===== src/inc/scp_pkg.sv =====
// Shared constants and carriers for the strap configuration and monitor block.
// Assumes one 100 MHz clock and measurement words already digitised on that clock.
package scp_pkg;

    // Clock and timing
    localparam int CLK_PERIOD_NS   = 10;
    localparam int STRAP_SETTLE_NS = 1000;
    localparam int SETTLE_CYCLES   = (STRAP_SETTLE_NS + CLK_PERIOD_NS - 1) / CLK_PERIOD_NS;
    localparam int CAL_TIME_NS     = 10000;
    localparam int CAL_CYCLES      = CAL_TIME_NS / CLK_PERIOD_NS;
    localparam int SETTLE_W        = 8;
    localparam int CAL_W           = 11;

    // Register offsets
    localparam logic [7:0] REG_CTRL      = 8'h00;
    localparam logic [7:0] REG_VOUT_CMD  = 8'h04;
    localparam logic [7:0] REG_PHASE     = 8'h08;
    localparam logic [7:0] REG_GDRV      = 8'h0c;
    localparam logic [7:0] REG_STATUS    = 8'h10;
    localparam logic [7:0] REG_MASK      = 8'h14;
    localparam logic [7:0] REG_VIN_OV    = 8'h18;
    localparam logic [7:0] REG_VIN_UV    = 8'h1c;
    localparam logic [7:0] REG_VOUT_OV   = 8'h20;
    localparam logic [7:0] REG_VOUT_UV   = 8'h24;
    localparam logic [7:0] REG_IOUT_OC   = 8'h28;
    localparam logic [7:0] REG_OT        = 8'h2c;
    localparam logic [7:0] REG_READ_VIN  = 8'h30;
    localparam logic [7:0] REG_READ_VOUT = 8'h34;
    localparam logic [7:0] REG_READ_IOUT = 8'h38;
    localparam logic [7:0] REG_TEMP_1    = 8'h3c;
    localparam logic [7:0] REG_TEMP_2    = 8'h40;
    localparam logic [7:0] REG_INFO      = 8'h44;

    // Control bits
    localparam int CTRL_CAL_BIT   = 0;
    localparam int CTRL_STORE_BIT = 1;

    // Status bits
    localparam int STAT_W       = 7;
    localparam int ST_VIN_OV    = 0;
    localparam int ST_VIN_UV    = 1;
    localparam int ST_VOUT_OV   = 2;
    localparam int ST_VOUT_UV   = 3;
    localparam int ST_IOUT_OC   = 4;
    localparam int ST_OT        = 5;
    localparam int ST_CAL_DONE  = 6;

    // Info register fields
    localparam int INFO_TRACK   = 0;
    localparam int INFO_CAL     = 1;
    localparam int INFO_EXTTEMP = 2;
    localparam int INFO_NVM     = 3;
    localparam int INFO_EN      = 4;
    localparam int INFO_BAND_LO = 8;

    // Limits in mV
    localparam logic [15:0] VOUT_MIN_MV = 16'd500;
    localparam logic [15:0] VOUT_MAX_MV = 16'd5250;
    localparam logic [15:0] GDRV_MIN_MV = 16'd5000;
    localparam logic [15:0] GDRV_MAX_MV = 16'd8500;

    // Factory defaults
    localparam logic [15:0] DEF_GDRV_MV  = 16'd5000;
    localparam logic [15:0] DEF_VIN_OV   = 16'd14500;
    localparam logic [15:0] DEF_VIN_UV   = 16'd4200;
    localparam logic [15:0] DEF_VOUT_OV  = 16'd5500;
    localparam logic [15:0] DEF_VOUT_UV  = 16'd0;
    localparam logic [15:0] DEF_IOUT_OC  = 16'd30000;
    localparam logic [15:0] DEF_OT       = 16'd125;
    localparam logic [STAT_W-1:0] DEF_MASK = 7'h3f;

    // Strap decode
    localparam logic [4:0] BAND_TRACK = 5'h00;
    localparam logic [4:0] BAND_OPEN  = 5'h11;
    localparam logic [15:0] SET_MV [0:17] = '{16'd0, 16'd600, 16'd700, 16'd750, 16'd800,
        16'd850, 16'd900, 16'd950, 16'd1000, 16'd1050, 16'd1100, 16'd1200, 16'd1500,
        16'd1800, 16'd2500, 16'd3300, 16'd5000, 16'd0};
    localparam logic [8:0] PHASE_DEG [0:7] = '{9'd0, 9'd60, 9'd120, 9'd180, 9'd240,
        9'd300, 9'd90, 9'd270};

    typedef enum logic [1:0] {BOOT_SETTLE, BOOT_SAMPLE, BOOT_RESTORE, BOOT_RUN} scp_boot_t;

    typedef struct packed {
        logic [4:0] set_band;
        logic       set_tied_high;
        logic       set_tied_low;
        logic [2:0] addr_low;
    } scp_strap_t;

    typedef struct packed {
        logic [15:0] vin;
        logic [15:0] vout;
        logic [15:0] iout;
        logic [15:0] temp_int;
        logic [15:0] temp_ext;
    } scp_meas_t;

    typedef struct packed {
        logic        track;
        logic [15:0] vout_mv;
        logic [8:0]  phase;
        logic [15:0] gdrv_mv;
        logic [15:0] vin_ov;
        logic [15:0] vin_uv;
        logic [15:0] vout_ov;
        logic [15:0] vout_uv;
        logic [15:0] iout_oc;
        logic [15:0] ot;
    } scp_cfg_t;

endpackage


===== src/rtl/scp_pin_sync.sv =====
// Three-stage input synchroniser with agreement filter for one pin.
// Assumes an asynchronous pin level; output follows once stages two and three agree.
`timescale 1ns/1ns
module scp_pin_sync (
    input  wire logic CLK_I,
    input  wire logic RESET_N_I,
    input  wire logic PIN_I,
    output logic      LEVEL_O
);
    typedef struct packed {
        logic ff1;
        logic ff2;
        logic ff3;
        logic q;
    } scp_sync_t;

    scp_sync_t s_reg;
    scp_sync_t s_next;

    always_comb begin
        s_next     = s_reg;
        s_next.ff1 = PIN_I;
        s_next.ff2 = s_reg.ff1;
        s_next.ff3 = s_reg.ff2;
        if (s_reg.ff2 == s_reg.ff3) begin
            s_next.q = s_reg.ff3;
        end
    end

    always_ff @(posedge CLK_I or negedge RESET_N_I) begin
        if (!RESET_N_I) begin
            s_reg <= '0;
        end else begin
            s_reg <= s_next;
        end
    end

    assign LEVEL_O = s_reg.q;
endmodule


===== src/rtl/scp_strap_config.sv =====
// Strap sampling, configuration registers, calibration start and monitor logic.
// Assumes strap bands and measurements arrive digitised on CLK_I; EN and
// the remote temperature ground detect are asynchronous pins.
//
// The register addresses and the strobed register port were left to the implementer.
`timescale 1ns/1ns
module scp_strap_config (
    input  wire logic              CLK_I,
    input  wire logic              RESET_N_I,
    input  wire logic [7:0]        ADDR_I,
    input  wire logic [31:0]       WDATA_I,
    input  wire logic              WR_I,
    input  wire logic              RD_I,
    output logic      [31:0]       RDATA_O,
    input  wire scp_pkg::scp_strap_t STRAP_I,
    input  wire logic              NVM_VALID_I,
    input  wire scp_pkg::scp_cfg_t NVM_CFG_I,
    output logic                   NVM_STORE_O,
    output scp_pkg::scp_cfg_t      NVM_CFG_O,
    input  wire logic              EN_PIN_I,
    input  wire logic              REMOTE_TEMP_GND_I,
    input  wire scp_pkg::scp_meas_t MEAS_I,
    input  wire logic [15:0]       DUTY_CMD_I,
    output logic      [15:0]       DUTY_O,
    output logic                   CAL_START_O,
    output logic                   CAL_BUSY_O,
    output logic                   OUTPUT_EN_O,
    output logic                   TRACK_MODE_O,
    output logic      [15:0]       VOUT_MV_O,
    output logic      [8:0]        PHASE_DEG_O,
    output logic      [15:0]       GDRV_MV_O,
    output logic      [15:0]       TEMP_SEL_O,
    output logic                   ALERT_OUT_O,
    output logic                   ALERT_OE_O
);
    import scp_pkg::*;

    typedef struct packed {
        scp_boot_t           boot;
        logic [SETTLE_W-1:0] settle_cnt;
        logic                strapped;
        logic                from_nvm;
        logic [4:0]          band;
        scp_cfg_t            cfg;
        logic [STAT_W-1:0]   status;
        logic [STAT_W-1:0]   mask;
        scp_meas_t           meas;
        logic [15:0]         temp_sel;
        logic                en_d;
        logic                out_en;
        logic                cal_busy;
        logic [CAL_W-1:0]    cal_cnt;
        logic                cal_start;
        logic                nvm_store;
        logic [31:0]         rdata;
        logic [15:0]         duty;
        logic                alert;
    } scp_state_t;

    scp_state_t s_reg;
    scp_state_t s_next;
    logic       en_sync;
    logic       tgnd_sync;

    scp_pin_sync u_en_sync (
        .CLK_I     (CLK_I),
        .RESET_N_I (RESET_N_I),
        .PIN_I     (EN_PIN_I),
        .LEVEL_O   (en_sync)
    );

    scp_pin_sync u_tgnd_sync (
        .CLK_I     (CLK_I),
        .RESET_N_I (RESET_N_I),
        .PIN_I     (REMOTE_TEMP_GND_I),
        .LEVEL_O   (tgnd_sync)
    );

    function automatic logic [15:0] clamp16(input logic [15:0] v,
                                            input logic [15:0] lo,
                                            input logic [15:0] hi);
        logic [15:0] r;
        r = v;
        if (v < lo) begin
            r = lo;
        end else if (v > hi) begin
            r = hi;
        end
        return r;
    endfunction

    always_comb begin
        logic              run;
        logic              wr;
        logic              cal_req;
        logic              en_rise;
        logic [4:0]        band;
        logic [STAT_W-1:0] set_bits;
        logic [STAT_W-1:0] clr_bits;
        logic [31:0]       rd;
        run      = (s_reg.boot == BOOT_RUN);
        wr       = WR_I && run;
        cal_req  = 1'b0;
        en_rise  = 1'b0;
        band     = STRAP_I.set_band;
        set_bits = '0;
        clr_bits = '0;
        rd       = '0;

        s_next           = s_reg;
        s_next.cal_start = 1'b0;
        s_next.nvm_store = 1'b0;
        s_next.rdata     = '0;

        // Power-up sequence
        unique case (s_reg.boot)
            BOOT_SETTLE: begin
                if (s_reg.settle_cnt == SETTLE_W'(SETTLE_CYCLES - 1)) begin
                    s_next.boot = BOOT_SAMPLE;
                end else begin
                    s_next.settle_cnt = s_reg.settle_cnt + 1'b1;
                end
            end
            BOOT_SAMPLE: begin
                if (STRAP_I.set_tied_low) begin
                    band = BAND_TRACK;
                end else if (STRAP_I.set_tied_high || STRAP_I.set_band > BAND_OPEN) begin
                    band = BAND_OPEN;
                end
                if (!s_reg.strapped) begin
                    s_next.strapped    = 1'b1;
                    s_next.band        = band;
                    s_next.cfg.track   = (band == BAND_TRACK);
                    s_next.cfg.vout_mv = SET_MV[band];
                    s_next.cfg.phase   = PHASE_DEG[STRAP_I.addr_low];
                    s_next.cfg.gdrv_mv = DEF_GDRV_MV;
                    s_next.cfg.vin_ov  = DEF_VIN_OV;
                    s_next.cfg.vin_uv  = DEF_VIN_UV;
                    s_next.cfg.vout_ov = DEF_VOUT_OV;
                    s_next.cfg.vout_uv = DEF_VOUT_UV;
                    s_next.cfg.iout_oc = DEF_IOUT_OC;
                    s_next.cfg.ot      = DEF_OT;
                end
                s_next.boot = BOOT_RESTORE;
            end
            BOOT_RESTORE: begin
                if (NVM_VALID_I) begin
                    s_next.cfg      = NVM_CFG_I;
                    s_next.from_nvm = 1'b1;
                end
                s_next.boot = BOOT_RUN;
            end
            BOOT_RUN: begin
                s_next.boot = BOOT_RUN;
            end
        endcase

        // Register writes
        if (wr) begin
            unique case (ADDR_I)
                REG_CTRL: begin
                    cal_req          = WDATA_I[CTRL_CAL_BIT];
                    s_next.nvm_store = WDATA_I[CTRL_STORE_BIT];
                end
                REG_VOUT_CMD: s_next.cfg.vout_mv =
                    clamp16(WDATA_I[15:0], VOUT_MIN_MV, VOUT_MAX_MV);
                REG_PHASE: begin
                    if (!en_sync) begin
                        s_next.cfg.phase = WDATA_I[8:0];
                    end
                end
                REG_GDRV: s_next.cfg.gdrv_mv =
                    clamp16(WDATA_I[15:0], GDRV_MIN_MV, GDRV_MAX_MV);
                REG_STATUS: clr_bits = WDATA_I[STAT_W-1:0];
                REG_MASK: s_next.mask = WDATA_I[STAT_W-1:0];
                REG_VIN_OV: s_next.cfg.vin_ov = WDATA_I[15:0];
                REG_VIN_UV: s_next.cfg.vin_uv = WDATA_I[15:0];
                REG_VOUT_OV: s_next.cfg.vout_ov = WDATA_I[15:0];
                REG_VOUT_UV: s_next.cfg.vout_uv = WDATA_I[15:0];
                REG_IOUT_OC: s_next.cfg.iout_oc = WDATA_I[15:0];
                REG_OT: s_next.cfg.ot = WDATA_I[15:0];
                default: ;
            endcase
        end

        // Enable tracking and calibration
        s_next.en_d   = en_sync;
        en_rise       = run && en_sync && !s_reg.en_d;
        s_next.out_en = run && en_sync;
        if ((en_rise || cal_req) && !s_reg.cal_busy) begin
            s_next.cal_start = 1'b1;
            s_next.cal_busy  = 1'b1;
            s_next.cal_cnt   = '0;
        end else if (s_reg.cal_busy) begin
            if (s_reg.cal_cnt == CAL_W'(CAL_CYCLES - 1)) begin
                s_next.cal_busy         = 1'b0;
                set_bits[ST_CAL_DONE]   = 1'b1;
            end else begin
                s_next.cal_cnt = s_reg.cal_cnt + 1'b1;
            end
        end

        // Duty path to the pulse modulator
        s_next.duty = s_reg.out_en ? DUTY_CMD_I : '0;

        // Monitoring
        s_next.meas     = MEAS_I;
        s_next.temp_sel = tgnd_sync ? s_reg.meas.temp_int
                                    : s_reg.meas.temp_ext;
        if (run) begin
            set_bits[ST_VIN_OV]  = s_reg.meas.vin  > s_reg.cfg.vin_ov;
            set_bits[ST_VIN_UV]  = s_reg.meas.vin  < s_reg.cfg.vin_uv;
            set_bits[ST_VOUT_OV] = s_reg.meas.vout > s_reg.cfg.vout_ov;
            set_bits[ST_VOUT_UV] = s_reg.out_en && s_reg.meas.vout < s_reg.cfg.vout_uv;
            set_bits[ST_IOUT_OC] = s_reg.meas.iout > s_reg.cfg.iout_oc;
            set_bits[ST_OT]      = s_reg.temp_sel  > s_reg.cfg.ot;
        end
        s_next.status = (s_reg.status & ~clr_bits) | set_bits;
        s_next.alert  = |(s_next.status & s_reg.mask);

        // Register reads
        unique case (ADDR_I)
            REG_VOUT_CMD:  rd = {16'h0000, s_reg.cfg.vout_mv};
            REG_PHASE:     rd = {23'h000000, s_reg.cfg.phase};
            REG_GDRV:      rd = {16'h0000, s_reg.cfg.gdrv_mv};
            REG_STATUS:    rd = {25'h0000000, s_reg.status};
            REG_MASK:      rd = {25'h0000000, s_reg.mask};
            REG_VIN_OV:    rd = {16'h0000, s_reg.cfg.vin_ov};
            REG_VIN_UV:    rd = {16'h0000, s_reg.cfg.vin_uv};
            REG_VOUT_OV:   rd = {16'h0000, s_reg.cfg.vout_ov};
            REG_VOUT_UV:   rd = {16'h0000, s_reg.cfg.vout_uv};
            REG_IOUT_OC:   rd = {16'h0000, s_reg.cfg.iout_oc};
            REG_OT:        rd = {16'h0000, s_reg.cfg.ot};
            REG_READ_VIN:  rd = {16'h0000, s_reg.meas.vin};
            REG_READ_VOUT: rd = {16'h0000, s_reg.meas.vout};
            REG_READ_IOUT: rd = {16'h0000, s_reg.meas.iout};
            REG_TEMP_1:    rd = {16'h0000, s_reg.meas.temp_int};
            REG_TEMP_2:    rd = {16'h0000, s_reg.meas.temp_ext};
            REG_INFO: begin
                rd[INFO_TRACK]                 = s_reg.cfg.track;
                rd[INFO_CAL]                   = s_reg.cal_busy;
                rd[INFO_EXTTEMP]               = !tgnd_sync;
                rd[INFO_NVM]                   = s_reg.from_nvm;
                rd[INFO_EN]                    = s_reg.out_en;
                rd[INFO_BAND_LO+4:INFO_BAND_LO] = s_reg.band;
            end
            default: rd = '0;
        endcase
        if (RD_I) begin
            s_next.rdata = rd;
        end
    end

    always_ff @(posedge CLK_I or negedge RESET_N_I) begin
        if (!RESET_N_I) begin
            s_reg      <= '0;
            s_reg.boot <= BOOT_SETTLE;
            s_reg.mask <= DEF_MASK;
        end else begin
            s_reg <= s_next;
        end
    end

    assign RDATA_O      = s_reg.rdata;
    assign NVM_STORE_O  = s_reg.nvm_store;
    assign NVM_CFG_O    = s_reg.cfg;
    assign DUTY_O       = s_reg.duty;
    assign CAL_START_O  = s_reg.cal_start;
    assign CAL_BUSY_O   = s_reg.cal_busy;
    assign OUTPUT_EN_O  = s_reg.out_en;
    assign TRACK_MODE_O = s_reg.cfg.track;
    assign VOUT_MV_O    = s_reg.cfg.vout_mv;
    assign PHASE_DEG_O  = s_reg.cfg.phase;
    assign GDRV_MV_O    = s_reg.cfg.gdrv_mv;
    assign TEMP_SEL_O   = s_reg.temp_sel;
    assign ALERT_OUT_O  = 1'b0;
    assign ALERT_OE_O   = s_reg.alert;
endmodule


===== config.mk =====
export PLATFORM = sky130hd
export DESIGN_NAME = scp_strap_config
export DESIGN_NICKNAME = d
export VERILOG_FILES = /design/src/inc/scp_pkg.sv /design/src/rtl/scp_pin_sync.sv /design/src/rtl/scp_strap_config.sv
export SDC_FILE = /design/constraint.sdc
export NUM_CORES = 1
export LEC_CHECK = 0
export ABC_AREA = 1
export BUFFER_PORTS_ARGS = -buffer_cell sky130_fd_sc_hd__buf_2
export CAP_MARGIN = 20
export CORE_AREA = 4 4 208 210
export DETAILED_ROUTE_END_ITERATION = 6
export DIE_AREA = 0 0 212 214
export PLACE_DENSITY = 0.75
export SETUP_SLACK_MARGIN = 0.2
export SKIP_CTS_REPAIR_TIMING = 1
export SLEW_MARGIN = 5
export SYNTH_ARGS = -nofsm -noshare
export SYNTH_HDL_FRONTEND = slang
export SYNTH_SLANG_ARGS = --single-unit

===== constraint.sdc =====
create_clock -name CLK_I -period 2.3 [get_ports CLK_I]
set_input_delay 0 -clock CLK_I [delete_from_list [all_inputs] [get_ports CLK_I]]
set_output_delay 0 -clock CLK_I [all_outputs]
set_load 0.005 [all_outputs]

# Yosys cells after proc, flatten, opt, wreduce, memory -nomap -nowiden

Memories as Yosys holds them, arrays and structs flattened.
Cells that the tools add are included.

Bitwise operators: 8
Reduce and logical (&&, ||, !) cells: 23
Magnitude comparators: 13
Equality and inequality tests: 28
Add/sub/neg operators: 2
Multiplexer cells: 49

Operator list:

| kind                   | number |
|---|---|
| $mux W138              | 2 |
| $pmux W138 S2          | 1 |
| $mux W16               | 16 |
| $mux W137              | 1 |
| $pmux W5 S17           | 1 |
| $pmux W5 S15           | 1 |
| $eq A8 B6 Y1 const B   | 8 |
| $gt A16 B16 Y1         | 4 |
| $pmux W3 S16           | 1 |
| $pmux W3 S13           | 1 |
| $mux W9                | 4 |
| $eq A8 B5 Y1 const B   | 4 |
| $lt A16 B16 Y1         | 2 |
| $mux W32               | 1 |
| $eq A8 B7 Y1 const B   | 3 |
| $mux W12               | 2 |
| $eq A8 B4 Y1 const B   | 2 |
| $gt A16 B13 Y1 const B | 1 |
| $gt A16 B14 Y1 const B | 1 |
| $lt A16 B13 Y1 const B | 1 |
| $lt A16 B9 Y1 const B  | 1 |
| $mux W5                | 3 |
| $and A7 B7 Y7          | 2 |
| $mux W7                | 2 |
| 32 further kinds       | 58 |

Flip-flop bits (word level): 338
Bits of input ports: 291
Memories: 2
Word-level logic and storage cells: 165
ROM bits: 584
Output and inout bits: 250

Memory list:

| name            | depth | width | read ports | clocked after memory_dff | write ports | RTL line                | RTL |
|---|---|---|---|---|---|---|---|
| (no name shown) | 32    | 16    | 1          | 0                        | 0           | scp_strap_config.sv:134 | `s_next.cfg.vout_mv = SET_MV[band];` |
| (no name shown) | 8     | 9     | 1          | 0                        | 0           | scp_strap_config.sv:135 | `s_next.cfg.phase = PHASE_DEG[STRAP_I.addr_low];` |

# Logic depth before layout (Yosys ltp)

Gate-level depths: netlist (run 1).

Word-level depth: 14
Mapped depth: 17

# By module

From an unflattened synthesis (run 1), not the netlist that was laid out.

Cells, all modules: 2,416
Area, all modules: 19,334.8 sq um

Modules (own cells, without submodules):

| module           | area an instance (sq um) | cells an instance | instances |
|---|---|---|---|
| scp_strap_config | 19,102.1                 | 2,400             | 1 |
| scp_pin_sync     | 116.4                    | 8                 | 2 |

# Least setup slack after synthesis (run 1)

No wires, ideal clock.

Kind: register to register
Start: register s_reg[328] (netlist bit)
End: register s_reg (netlist bit NVM_CFG_O[65])
Data required time: 2.166 ns
Arrival time: 1.791 ns
Stages on the path, launching flop included: 12
Path slack: 0.375 ns
Cells stage by stage: dfrtp_1 -> inv_1 -> ha_1 -> inv_2 -> nor2_1 -> nand2_2 -> inv_2 -> buf_2 -> buf_2 -> o21ai_0 -> nand2_1 -> o21ai_0

RTL lines:

| item                   | RTL line                | RTL |
|---|---|---|
| from (decl)            | scp_strap_config.sv:60  | `scp_state_t s_reg;` |
| from (signal assigned) | scp_strap_config.sv:260 | `s_reg <= s_next;` |

==> results of run 1 <==
[worst max path at each step]
stage | slack, ns | endpoint | cells after the start | startpoint
2_1_floorplan | 0.37 | NVM_CFG_O[65] | 11 | s_reg[328]
3_3_place_gp | 0.16 | GDRV_MV_O[10] | 7 | s_reg[328]
3_5_place_dp | 0.09 | GDRV_MV_O[11] | 7 | s_reg[328]
4_1_cts | 0.06 | NVM_CFG_O[58] | 11 | s_reg[329]
5_1_grt | 0.08 | NVM_CFG_O[29] | 10 | s_reg[328]
6_report | 0.17 | NVM_CFG_O[26] | 8 | s_reg[328]
[per-layer routing]
metal | vias up | part of all wire | GRT usage
met5 | - | 0.00024 | 0
met4 | 4 | 0.060 | 0.169
met3 | 308 | 0.12 | 0.0762
met2 | 1517 | 0.44 | 0.519
met1 | 9635 | 0.38 | 0.476
li1 | 8872 | - | -
[worst register-to-register path, cell delays in order, from the launching register on]
cell and delay [ns]:
dfrtp_2 0.43, inv_1 0.08, ha_1 0.35, clkinv_4 0.14, nor3_4 0.36, buf_4 0.31
o21ai_0 0.12, nand2_1 0.06, o21ai_0 0.14
[placed cells by master (no fill, tap or decap), drive strengths merged, types with 7 or more instances in the layout]
cell         synthesis  final
a22oi               17     17
a21oi              129    129
ha                 112    112
diode                0      7
o21ai              284    284
nand4               15     15
nand2              543    543
nor3                19     19
a22o                 7      7
clkinv               1     10
nand3               73     73
o31ai               12     12
o22ai               47     47
o21a                10     10
dfrtp              316    316
nor2               118    118
a31oi               14     14
a211oi               8      8
conb                 1     17
o211ai              22     22
inv                277    279
nor4                10     10
buf                283    593
clkbuf              44     57
dlygate4sd3          0    265
[report_power, final]
part	internal (mW)	leakage, nW	switching (mW)	total, mW
clock network	3.63	0.627	2.64	6.27
logic	0.708	9.20	0.800	1.51
registers	5.81	3.63	0.136	5.94
total	10.1	13.5	3.58	13.7
[kinds of logic after synthesis]
logic type	after synthesis
buffers and inverters	605
DFF	322
adders and majority gates	114
other	1
AOI/OAI and AO/OA	565
and+or+nand+nor	790
muxes	3
xor gates and xnor gates	9
[metrics by stage]
step | util | cell area, um^2 | power [mW]
global route | 0.610 | 25300 | 14.1
detailed placement | 0.509 | 21200 | 7.13
CTS | 0.539 | 22400 | 13.3
finish | 0.610 | 25300 | 13.7
floorplan | - | 19400 | 6.47
global placement | 0.509 | 21200 | 7.11
[area by class of cell]
type	instances	area [um^2]
antenna	7	17.5
clock buffer	53	1070
clock inverter	15	201
fill	3556	16200
inverter	278	1060
multi-input combinational	1498	8150
sequential	322	8070
tap	539	674
timing repair buffer	862	6100
==> flow_summary.yaml, run 1 <==
run_status:
  outcome: "finished with violations"
  violations: "negative hold slack"
sta:
  hold_ws_ns: -0.0351
  finalMaxSlewViolations: 0
  max_freq_mhz: 469
  min_period_over_period: 0.927
  finalHoldViolCount: 20
  relSlewSlack: 0.581
  setup_tns_ns: 0
  tightest_slew_ns: 0.628
  setup_violations: 0
  finClkSkew_ns: 0.0273
  rsz0062_at_grt: "true"
  min_period_ns: 2.13
  setup_slack_ns: 0.167
floorplanning:
  fp.dieW_um: 212
  placeableCoreArea_mm2: 0.0416
  die_y_um: 214
  dieArea_mm2: 0.0454
  rows: 75
  ios: 541
  initial_core_util: 0.465
setup_path:
  cp_top_family: "buffers and inverters"
  arrival_ns: 2.54
  crit_fanout: 12
  crit_buf_inv: 3
  endpoint_kind: "register"
  reg2reg_to: "NVM_CFG_O[26]"
  crit_required_ns: 2.70
  critical_path.max_stage_delay_ns: 0.43
  slowest_stage: "dfrtp_2"
  cp-start-kind: "register"
  cp_common_cell: "o21ai_0"
  reg2reg_slack_ns: 0.17
  reg2reg_depth: 8
  crit_chain: "inv_1 > ha_1 > clkinv_4 > nor3_4 > buf_4 > o21ai_0 > nand2_1 > o21ai_0"
  reg2reg_from: "s_reg[328]"
  worst-setup-path-type: "reg -> reg"
synthesis:
  synth-compound-area-share: 0.165
  synthSimpleGateAreaFrac: 0.171
  ys.flop_type: "dfrtp_1"
  synthMuxAreaShare: 0.00162
  synth.area.top_cells: "dfrtp_1 41%, nand2_1 10%, buf_4 9.6%"
  yosysTopAreaCell: "dfrtp_1"
  yosys.area_share.adder: 0.0735
  ys_ff_latch: 322
  synth_xor_area_frac: 0.00408
  synth_top_area_frac: 0.409
  syn-cell-area_mm2: 0.0193
  synth_top_family_by_area: "simple AND/OR/NAND/NOR gates"
  syn_avg_cell_area_um2: 8.02
  syn-instance-count: 2409
  yosysWarnings: 0
  ys_top_cells_by_count: "533 x nand2_1, 316 x dfrtp_1, 266 x o21ai_0, 255 x inv_1, 248 x buf_4"
  yosys.cell_types.count: 56
  synth_most_common_cell: "nand2_1"
  async_flop_share: 1.00
  ys_seq_area_frac: 0.417
  synth_edf_count: 0
route:
  wire_per_inst_um: 24.5
  routed_wl_um: 87700
  drc: 0
  viasPerCell: 5.69
  vias: 20300
  dr.pass1.iters: 7
  drt_iter0_drc: 2463
  postRouteAntennaNets: 0
grt:
  first_global_vias: 18400
  gr-total-overflow: 0
  grt_pass1_wl_um: 118000
  grt.total_usage: 0.346
  grt_max_degree: 64
  antenna_found_initial: 8
finish:
  instances_no_fill: 3574
  area_growth_syn_to_layout_pct: 31.1
  largest_reg_flops: 123
  drive_above_1_share: 0.241
  finalNetCount: 3403
pwr:
  power.density_mw_per_mm2: 541
  p_leak_nw: 13.5
  peakVddDrop_mv: 0.478
placed_design:
  detailed_place_hpwl_um: 64000
  place_congestion: 0.972
  dp_slack_ns: 0.0889
  port_buffers: 507
  place_inst: 3225
clock_network:
  clk_path_buf_depth: 3
  cts_tree: "yes"
  clkTransAtPathRegs_ns: 0.06
  cts_max_level: 2
  root_buffer: "clkbuf_16"
  clock_latency_ns: 0.58
  cts_buffers: 38
  cts.sinks: 322
run:
  maxCapViolCount: 0
min_path:
  hp-class: "in -> async"
(Power assumes the default switching activity.)
==> run 2, diff against run 1 <==
- ABC_AREA: 1 -> 0
- CORE_AREA: 4 4 208 210 -> 4 4 206 208
- DIE_AREA: 0 0 212 214 -> 0 0 210 212
==> run 2 against run 1 <==
The run ends with design-rule violations, negative hold slack left. Highest routed layer unchanged. Critical path depth grew 3. Die area shrank 1.9%. Hold slack gained 0.0065 ns. Combinational power is essentially flat. Fmax shrank 5.9%. Sequential share of layout area shrank 1.3 points. Flip-flop and latch count is the same. Total power grew 2.5%. Setup slack lost 0.13 ns. First-iteration DRC count grew 18%. Count of clock-buffer cells in the layout shrank 3.
==> flow_summary.yaml, run 2 <==
run_status:
  outcome: "finished with violations"
  violations: "design-rule violations, negative hold slack"
synthesis:
  synth_top_area_frac: 0.419
  syn-cell-area_mm2: 0.0189
  ys.flop_type: "dfrtp_1"
  ys_top_cells_by_count: "316 x dfrtp_1, 249 x buf_4, 168 x a21oi_1, 161 x nor2_1, 125 x a22oi_1"
  yosys.cell_types.count: 79
  synth.area.top_cells: "dfrtp_1 42%, buf_4 9.9%, ha_1 7.4%"
  synth_edf_count: 0
  yosysWarnings: 0
  ys_seq_area_frac: 0.427
  yosysTopAreaCell: "dfrtp_1"
  synth_most_common_cell: "dfrtp_1"
  syn-instance-count: 1964
  async_flop_share: 1.00
  ys_ff_latch: 322
  syn_avg_cell_area_um2: 9.62
finish:
  final_core_util: 0.652
  layout_common_cells: "506 x buf_2, 315 x dfrtp_1, 248 x dlygate4sd3_1"
  layout_commonest_cell: "buf_2"
  stdcell_area_mm2: 0.0264
  nFillCells: 3145
  largest_reg_flops: 123
  instances_no_fill: 3247
  finalNetCount: 3082
  drive_above_1_share: 0.348
  area_growth_syn_to_layout_pct: 40.0
clock_network:
  clk_path_buf_depth: 3
  clkTransAtPathRegs_ns: 0.06
  cts_max_level: 2
  root_buffer: "clkbuf_16"
  clock_latency_ns: 0.57
  cts_buffers: 38
  cts_tree: "yes"
  cts.sinks: 322
sta:
  setup_tns_ns: 0
  finClkSkew_ns: 0.0300
  tightest_slew_ns: 0.755
  hold_ws_ns: -0.0286
  finalHoldViolCount: 16
  setup_violations: 0
  max_freq_mhz: 441
  finalMaxSlewViolations: 0
  relSlewSlack: 0.493
  setup_slack_ns: 0.0334
  rsz0062_at_grt: "true"
  min_period_over_period: 0.985
  min_period_ns: 2.27
route:
  wire_per_inst_um: 30.1
  routed_wl_um: 97600
  drc: 4
  viasPerCell: 6.26
  drt_iter0_drc: 2906
  postRouteAntennaNets: 0
  dr.pass1.iters: 7
  vias: 20300
floorplanning:
  fp.dieW_um: 210
  rows: 74
  placeableCoreArea_mm2: 0.0406
  die_y_um: 212
  dieArea_mm2: 0.0445
  ios: 541
  initial_core_util: 0.466
grt:
  grt_pass1_wl_um: 125000
  antenna_found_initial: 14
  first_global_vias: 18200
  grt_max_degree: 68
  grt.total_usage: 0.383
  gr-total-overflow: 0
pwr:
  power.density_mw_per_mm2: 532
  p_leak_nw: 12.7
  peakVddDrop_mv: 0.358
placed_design:
  place_congestion: 1.05
  port_buffers: 507
  detailed_place_hpwl_um: 69200
  dp_slack_ns: -0.0810
  placed_area_mm2: 0.0218
  place_inst: 2888
min_path:
  hp-class: "in -> async"
setup_path:
  slowest_stage: "dfrtp_1"
  critical_path.max_stage_delay_ns: 0.40
  cp_top_family: "buffers and inverters"
  crit_required_ns: 2.75
  worst-setup-path-type: "reg -> reg"
  cp-start-kind: "register"
  crit_buf_inv: 7
  arrival_ns: 2.72
  cp_common_cell: "buf_4"
  crit_fanout: 11
  endpoint_kind: "register"
  crit_chain: "buf_4 > inv_4 > buf_6 > ha_4 > clkinvlp_4 > nor2_4 > buf_4 > buf_12 > clkbuf_16 > a221oi_1 > a21oi_1"
run:
  maxCapViolCount: 0
## run 2: cell count changes in the layout (fill, tap and decap cells not counted), sizes merged, moves of 24 or more
cell    delta
a21oi     +39
a221oi    +63
a22oi    +108
and2      +24
buf      +160
inv      -168
mux2      +28
nand2    -444
nand3     -43
nor2      +54
o21ai    -241
o22ai     -42
## run 2: final cells by class
cell class,count,area [um^2],share of cell area
multi-input cells,1197,8530,0.323
inverters,111,423,0.0160
diodes,8,20.0,0.000757
flip-flops and latches,322,8070,0.305
clock buffers,50,1080,0.0407
well taps,532,666,0.0252
clock inverters,18,256,0.00970
repair buffers,1009,7410,0.280
## run 2: per-stage QoR
stage / hold slack (ns) / total power [mW]
after floorplan: -0.296 / 6.41
final: -0.0286 / 14.1
after CTS: -0.615 / 13.6
after global routing: 0.00818 / 14.4
after detailed placement: -0.0337 / 7.16
after global placement: -0.0303 / 7.14
## run 2: layer usage
layer  part of all wire  routed length [um]  GRT usage  vias up
met5             0.0011                 111          0        -
met4              0.085                8290      0.194       16
met3               0.11               11000     0.0863      505
met2               0.45               44300      0.629     1684
met1               0.35               33900      0.478     9771
li1                   -                   -          -     8336
## run 2: cells by family (layout without fill, tap and decap cells)
logic type,after synthesis,count (layout),synth area share
muxes,35,35,0.0205
other,1,25,0.000198
adders and majority gates,114,114,0.0752
and+or+nand+nor,451,451,0.121
DFF,322,322,0.427
AOI/OAI and AO/OA,569,569,0.208
xor gates and xnor gates,11,11,0.00510
buffers and inverters,461,1188,0.143
## run 2: final timing paths
check,slack [ns],depth (start not counted),to,startpoint
min in group CLK_I,0.01,5,VOUT_MV_O[12],NVM_CFG_I[133]
min reg2reg,0.36,0,u_tgnd_sync.s_next[1],u_tgnd_sync.s_next[2]
max,0.03,11,NVM_CFG_O[20],s_reg[329]
max reg2reg,0.03,11,NVM_CFG_O[20],s_reg[329]
max in group asynchronous,1.43,3,NVM_CFG_O[82],RESET_N_I
min,-0.03,2,VOUT_MV_O[14],RESET_N_I
## run 2: where the power goes
group | internal, mW | leakage [nW] | total (mW) | switching [mW]
sequential | 5.78 | 4.15 | 5.94 | 0.160
clock | 3.98 | 0.655 | 6.57 | 2.59
combinational | 0.748 | 7.90 | 1.54 | 0.796
total | 10.5 | 12.7 | 14.1 | 3.55
